[src/verilog/scan_chain_consts.svh]
`ifndef SCAN_CHAIN_CONSTS_SVH
`define SCAN_CHAIN_CONSTS_SVH
`define CHAIN_LEN 67
`define RSVD_BIT_A 56
`define RSVD_BIT_B 57
`define SCAN_SERIAL_OUT_RESET 1'b0
`endif

[src/verilog/scan_chain_pkg.sv]
package scan_chain_pkg;
   typedef struct packed {
      logic enable;
      logic select;
      logic sclk;
      logic oe_n;
   } scan_ctrl_s;
   typedef struct packed {
      logic reset_pin;
      logic mirror;
      logic strobe0;
      logic cs_n;
   } normal_pins_s;
endpackage

[src/verilog/dram_boundary_scan_chain.sv]
`timescale 1ns/1ps
`include "scan_chain_consts.svh"
module dram_boundary_scan_chain
   import scan_chain_pkg::*;
#(
   parameter int CHAIN_LEN = `CHAIN_LEN
) (
   input wire logic mclk,
   input wire logic rst,
   input wire scan_ctrl_s scan_in,
   input wire normal_pins_s pins_in,
   input wire logic [CHAIN_LEN-1:0] pad_levels,
   output logic scan_serial_out,
   output logic scan_serial_oe,
   output logic scan_mode,
   output logic command_block,
   output logic mirror_active,
   output logic cmd_addr_term_nominal,
   output logic data_term_enable,
   output normal_pins_s pins_out
);
   // A chain too short to hold the reserved cells is refused when the block is built.
   generate
      if (CHAIN_LEN < `RSVD_BIT_B) begin : g_len_check
         $error("CHAIN_LEN too small for the reserved cells");
      end
   endgenerate

   // Every pin input crosses into mclk through two flip-flops before use.
   scan_ctrl_s ctrl_m_q;
   scan_ctrl_s ctrl_s_q;
   normal_pins_s pins_m_q;
   normal_pins_s pins_s_q;
   logic [CHAIN_LEN-1:0] pads_m_q;
   logic [CHAIN_LEN-1:0] pads_s_q;
   logic sclk_prev_q;
   logic [CHAIN_LEN-1:0] chain_q;
   logic oe_n_q;

   always_ff @(posedge mclk or posedge rst) begin
      if (rst) begin
         ctrl_m_q <= '0;
         ctrl_s_q <= '0;
      end else begin
         ctrl_m_q <= scan_in;
         ctrl_s_q <= ctrl_m_q;
      end
   end

   always_ff @(posedge mclk or posedge rst) begin
      if (rst) begin
         pins_m_q <= '0;
         pins_s_q <= '0;
      end else begin
         pins_m_q <= pins_in;
         pins_s_q <= pins_m_q;
      end
   end

   // Pads must stand still around a scan clock rise, so bitwise synchronisers are enough.
   always_ff @(posedge mclk or posedge rst) begin
      if (rst) begin
         pads_m_q <= '0;
         pads_s_q <= '0;
      end else begin
         pads_m_q <= pad_levels;
         pads_s_q <= pads_m_q;
      end
   end

   always_ff @(posedge mclk or posedge rst) begin
      if (rst) begin
         sclk_prev_q <= 1'b0;
      end else begin
         sclk_prev_q <= ctrl_s_q.sclk;
      end
   end

   // Scan clock edges count only in scan mode, so normal traffic on the pin is ignored.
   wire scan_on = ctrl_s_q.enable;
   wire sclk_rise = scan_on && ctrl_s_q.sclk && !sclk_prev_q;

   // Reserved cells are masked at capture so they always capture a zero; a shift can still move a one into them.
   function automatic logic [CHAIN_LEN-1:0] mask_reserved(input logic [CHAIN_LEN-1:0] v);
      logic [CHAIN_LEN-1:0] r;
      r = v;
      r[`RSVD_BIT_A-1] = 1'b0;
      r[`RSVD_BIT_B-1] = 1'b0;
      return r;
   endfunction

   // Index 0 is exit bit 1; a shift moves every cell one place toward index 0.
   wire [CHAIN_LEN-1:0] shift_d;
   generate
      for (genvar i = 0; i < CHAIN_LEN - 1; i++) begin : g_cell
         assign shift_d[i] = chain_q[i+1];
      end
   endgenerate
   // The last cell's spare input is grounded, so an overrun shifts in zeros.
   assign shift_d[CHAIN_LEN-1] = 1'b0;
   wire [CHAIN_LEN-1:0] capture_d = mask_reserved(pads_s_q);
   wire [CHAIN_LEN-1:0] chain_d = ctrl_s_q.select ? shift_d : capture_d;

   always_ff @(posedge mclk or posedge rst) begin
      if (rst) begin
         chain_q <= '0;
      end else if (sclk_rise) begin
         chain_q <= chain_d;
      end
   end

   // Leaving scan mode disables the output, so a later entry never starts out driving.
   always_ff @(posedge mclk or posedge rst) begin
      if (rst) begin
         oe_n_q <= 1'b1;
      end else if (sclk_rise) begin
         oe_n_q <= ctrl_s_q.oe_n;
      end else if (!scan_on) begin
         oe_n_q <= 1'b1;
      end
   end

   wire out_en = scan_on && !oe_n_q;
   wire scan_serial_out_d = out_en ? chain_q[0] : `SCAN_SERIAL_OUT_RESET;
   wire mirror_d = !scan_on && pins_s_q.mirror;
   // In scan mode the borrowed pins are withheld from the memory core.
   wire normal_pins_s pins_d = scan_on ? '0 : pins_s_q;

   // Each output has a register of its own so every pin comes straight from a flip-flop.
   always_ff @(posedge mclk or posedge rst) begin
      if (rst) begin
         scan_serial_out <= `SCAN_SERIAL_OUT_RESET;
      end else begin
         scan_serial_out <= scan_serial_out_d;
      end
   end

   always_ff @(posedge mclk or posedge rst) begin
      if (rst) begin
         scan_serial_oe <= 1'b0;
      end else begin
         scan_serial_oe <= out_en;
      end
   end

   always_ff @(posedge mclk or posedge rst) begin
      if (rst) begin
         scan_mode <= 1'b0;
      end else begin
         scan_mode <= scan_on;
      end
   end

   always_ff @(posedge mclk or posedge rst) begin
      if (rst) begin
         command_block <= 1'b0;
      end else begin
         command_block <= scan_on;
      end
   end

   always_ff @(posedge mclk or posedge rst) begin
      if (rst) begin
         mirror_active <= 1'b0;
      end else begin
         mirror_active <= mirror_d;
      end
   end

   always_ff @(posedge mclk or posedge rst) begin
      if (rst) begin
         cmd_addr_term_nominal <= 1'b0;
      end else begin
         cmd_addr_term_nominal <= scan_on;
      end
   end

   always_ff @(posedge mclk or posedge rst) begin
      if (rst) begin
         data_term_enable <= 1'b1;
      end else begin
         data_term_enable <= !scan_on;
      end
   end

   always_ff @(posedge mclk or posedge rst) begin
      if (rst) begin
         pins_out <= '0;
      end else begin
         pins_out <= pins_d;
      end
   end
endmodule // dram_boundary_scan_chain

[config.mk]
export PLATFORM = sky130hd
export DESIGN_NAME = dram_boundary_scan_chain
export DESIGN_NICKNAME = d
export VERILOG_FILES = /design/src/verilog/scan_chain_pkg.sv /design/src/verilog/dram_boundary_scan_chain.sv
export VERILOG_INCLUDE_DIRS = /design/src /design/src/verilog
export SDC_FILE = /design/constraint.sdc
export NUM_CORES = 1
export LEC_CHECK = 0
export BUFFER_PORTS_ARGS = -buffer_cell sky130_fd_sc_hd__buf_2
export CAP_MARGIN = 0
export CORE_MARGIN = 5
export CORE_UTILIZATION = 30
export DETAILED_ROUTE_END_ITERATION = 10
export GPL_TIMING_DRIVEN = 0
export SYNTH_ARGS = -nofsm -noshare
export SYNTH_HDL_FRONTEND = slang
export SYNTH_SLANG_ARGS = --single-unit
export TNS_END_PERCENT = 100
[constraint.sdc]
create_clock -name mclk -period 11.2 [get_ports mclk]
set_clock_uncertainty 0.15 [all_clocks]
set_input_delay 2.24 -clock mclk [delete_from_list [all_inputs] [get_ports mclk]]
set_output_delay 2.24 -clock mclk [all_outputs]
set_load 0.1 [all_outputs]
# After elaboration in Yosys (flattened, before gate mapping)
# Cells that the tools add are included.
# classes
n_addsub	0
multipliers	0
n_div	0
magnitude_cmp	0
eq_ne	1
shift	0
n_mux	5
bitwise	0
reduce_logical	7
# ops
cell	count
67-bit two-way mux	1
1-bit logical AND	4
4-bit two-way mux	1
1-bit zero test	3
1-bit two-way mux	3
2-bit by 1-bit != test with 1-bit output (second input constant)	1
# totals
ff_bits	228
latchBits	0
ramBits	0
mem_bits_ro	0
in_bits	77
output_inout_bits	11
word_cells	43
n_memories	0

# Longest topological paths before layout
# depth
depth_word	3
ltp_mapped	5
depth_no_buf	2

# Worst setup path after synthesis
# No wires, ideal clock.
# synth_timing
path_type	register to output
from	reg, netlist name cmd_addr_term_nominal
to	out command_block
arrival_ns	1.341
required_time_ns	8.810
setup_slack_ns	7.469
stages_incl_launch_ff	2
n_path_buf	1
cell_sequence	dfrtp_1 -> buf_4
# synth_lines
item	line_no	rtl
end, declared	dram_boundary_scan_chain.sv:16	output logic command_block,

# Worst setup path after layout
# layout_timing
from	reg data_term_enable
to	out data_term_enable
# layout_lines
item	line_no	rtl
start, declared	dram_boundary_scan_chain.sv:19	output logic data_term_enable,
start signal, assigned	dram_boundary_scan_chain.sv:182	data_term_enable <= !scan_on;
# No word-level cell between the ends.

==> impl_metrics.csv <==
group,metric,value,unit
critical_path,path_buf_inv,1,
timing,setup_viol,0,
routing,drc,0,
routing,vias_per_cell,3.94,
routing,num_vias,3301,
place,hpwlAfterDp,7260,um
clocking,cts_tree,"yes",
synthesis,synth.distinct_cells,17,
clocking,cts_resized,0,
timing,period_share,34.0,%
timing,final_max_slew_viol_count,0,
floorplan,rows,57,
timing,min_period,3.81,ns
synthesis,synth_cells,388,
global_route,antenna_found_initial,0,
global_route,grt_overflow,0,
critical_path,r2r-end,"chain_q[3]",
timing,fin_tns_setup,0,ns
hold_path,whs_path_depth,0,
routing,antenna_left,0,
clocking,cts-hold-fix-buffers,0,
final_layout,final_common_cell,"dfrtp_1",
critical_path,max_stage_delay,0.51,ns
critical_path,cp.required,8.81,ns
clocking,clkLatencyLatePin,0.51,ns
global_route,grt_use_total,8.49,%
critical_path,reg2reg_setup_slack,9.39,ns
floorplan,die_area,27900,um^2
power_and_ir_drop,ir_drop,0.0989,mV
final_layout,area_growth,22.2,%
synthesis,synth.area.top_cells,"dfrtp_1 (75%), mux2_2 (15%), mux2_4 (3.5%), mux2_1 (1.7%), buf_4 (0.71%)",
final_layout,antennaDiodeCount,0,
final_layout,nNetsFinal,576,
outcome,status,"finished clean",
routing,post_drt_wl_per_cell,13.7,um
clocking,cts_max_level,1,
floorplan,start_util,30.5,%
floorplan,coreArea,24200,um^2
hold_path,hold_path_end,"pads_s_q[49]",
timing,max_freq,263,MHz
critical_path,cp.arrival,1.42,ns
place,routabilityCongestion,0.667,
critical_path,path_class,"flop to output pin",
critical_path,r2r-start,"ctrl_s_q[2]",
timing,worst_slew_pin_slew,0.658,ns
place,place.port_buffers,85,
clocking,cts_num_sinks,223,
global_route,grt_max_degree,128,
synthesis,yosysTopAreaCellShare,74.9,%
clocking,clockBufferDepth,3,
clocking,cts_root_buffer,"clkbuf_16",
final_layout,stdcell_count,838,
routing,drt_wl_total,11500,um
synthesis,yosysSeqAreaShare,75.6,%
clocking,path_clk_slew,0.06,ns
routing,drt_iter0_drc,187,
synthesis,netlist_area,7380,um^2
global_route,grt_pass1_vias,3914,
global_route,grt_use_met3,2.47,%
critical_path,start_kind,"flop",
final_layout,regArea,5580,um^2
final_layout,drive_above_1_share,50.8,%
global_route,grt_first_pass_wirelength,19700,um
synthesis,synth_nets,465,
floorplan,ios,88,
flow_run,maxCapViolCount,0,
global_route,use_met1,11.4,%
critical_path,cp-end-kind,"output pin",
synthesis,synth.avg_cell_area,19.0,um^2
critical_path,rr_worst_depth,4,
global_route,grt_busiest_layer,"met2",
global_route,grtUsageMet2,13.3,%
synthesis,synth-seq-cells,223,
final_layout,nFillCells,2266,
timing,rsz0062_at_grt,"false",
final_layout,most-common-layout-cells,"dfrtp_1 (221), mux2_2 (101), buf_2 (89), clkbuf_16 (23), mux2_4 (17)",
timing,relSlewSlack,56.1,%
floorplan,fp.dieH,167,um
power_and_ir_drop,p_per_area,214,nW/um^2
routing,firstDrtPassIters,4,
place,dp.cells,798,
clocking,cts_buffers,23,
clocking,postCtsSetupRepairBufs,0,
hold_path,hold_path.class,"flop to flop",
critical_path,crit_fanout,1,
synthesis,yosys_warnings,0,
critical_path,crit_slowest_cell,"dfstp_2",
power_and_ir_drop,p_leak,4.09,nW
final_layout,multi_input_area,1610,um^2
floorplan,chipWidth,167,um
critical_path,cp_cell_sequence,"buf_2",
timing,hold_viol,0,
critical_path,path_delay_family,"flip-flops",
hold_path,hold_start,"pads_m_q[49]",
synthesis,yosys.area.top_type,"dfrtp_1",
cell usage after synthesis:
library cell,number
mux2_1,11
and3b_1,1
dfstp_2,2
mux2_2,101
mux2_4,17
inv_1,5
buf_6,4
nand2_1,2
buf_12,2
buf_8,1
dfrtp_1,221
buf_2,4
buf_4,7
nor2b_1,3
mux2i_1,3
and2b_1,3
and2_1,1
layout make-up:
class	count	area share, %
plain buffers	18	1.91
clock buffers	34	7.61
multi-input cells	142	17.8
repair buffers	86	5.02
flip-flops and latches	223	61.9
well taps	324	4.49
inverters	5	0.291
clock inverters	6	0.957
cell families after synthesis:
family | count (synthesis) | share of synthesized area, %
flops | 223 | 75.6
mux | 132 | 20.9
buf+inv | 23 | 2.59
simple gates | 10 | 0.864
where the power goes:
part           leakage [nW]  switching, W  total [W]  internal [W]
clock                 0.379      0.000297   0.000766      0.000469
sequential             2.63     0.0000474   0.000963      0.000915
combinational          1.08     0.0000768   0.000202      0.000126
per-stage QoR:
| stage | instance area, um^2 | power [W] | utilization [%] | hold slack, ns | setup WS [ns] |
|---|---|---|---|---|---|
| finish | 9020 | 0.00193 | 37.2 | 0.194 | 7.39 |
| global route | 9020 | 0.00203 | 37.2 | 0.200 | 7.35 |
| CTS | 9020 | 0.00197 | 37.2 | 0.198 | 7.36 |
| detailed placement | 8250 | 0.00118 | 34.0 | 0.185 | 7.62 |
| global placement | 8220 | 0.00117 | 33.9 | 0.184 | 0.772 |
| floorplan | 7380 | 0.00113 | - | 0.181 | 2.71 |
registers in the layout, indices dropped and copies added (netlist names), 3 cells and up:
name	cells
chain_q	67
pads_m_q	65
pads_s_q	65
ctrl_m_q	4
pins_m_q	4
pins_s_q	4
ctrl_s_q	3
pins_out	3
routing by layer:
metal,routed length [um],vias to the layer above
met3,626,27
met2,5410,81
met5,0,-
li1,-,1535
met1,5100,1658
met4,368,0
worst max-delay path by stage:
stage / start / to / slack (ns) / depth (start not counted)
after floorplan: rst / chain_q[0] / 2.71 / 1
after global placement: rst / pads_s_q[7] / 0.77 / 2
after detailed placement: rst / pads_m_q[0] / 7.62 / 3
after CTS: data_term_enable / data_term_enable / 7.36 / 1
after global routing: cmd_addr_term_nominal / scan_mode / 7.35 / 2
final: data_term_enable / data_term_enable / 7.39 / 1
Power figures use the tool's default switching activity.
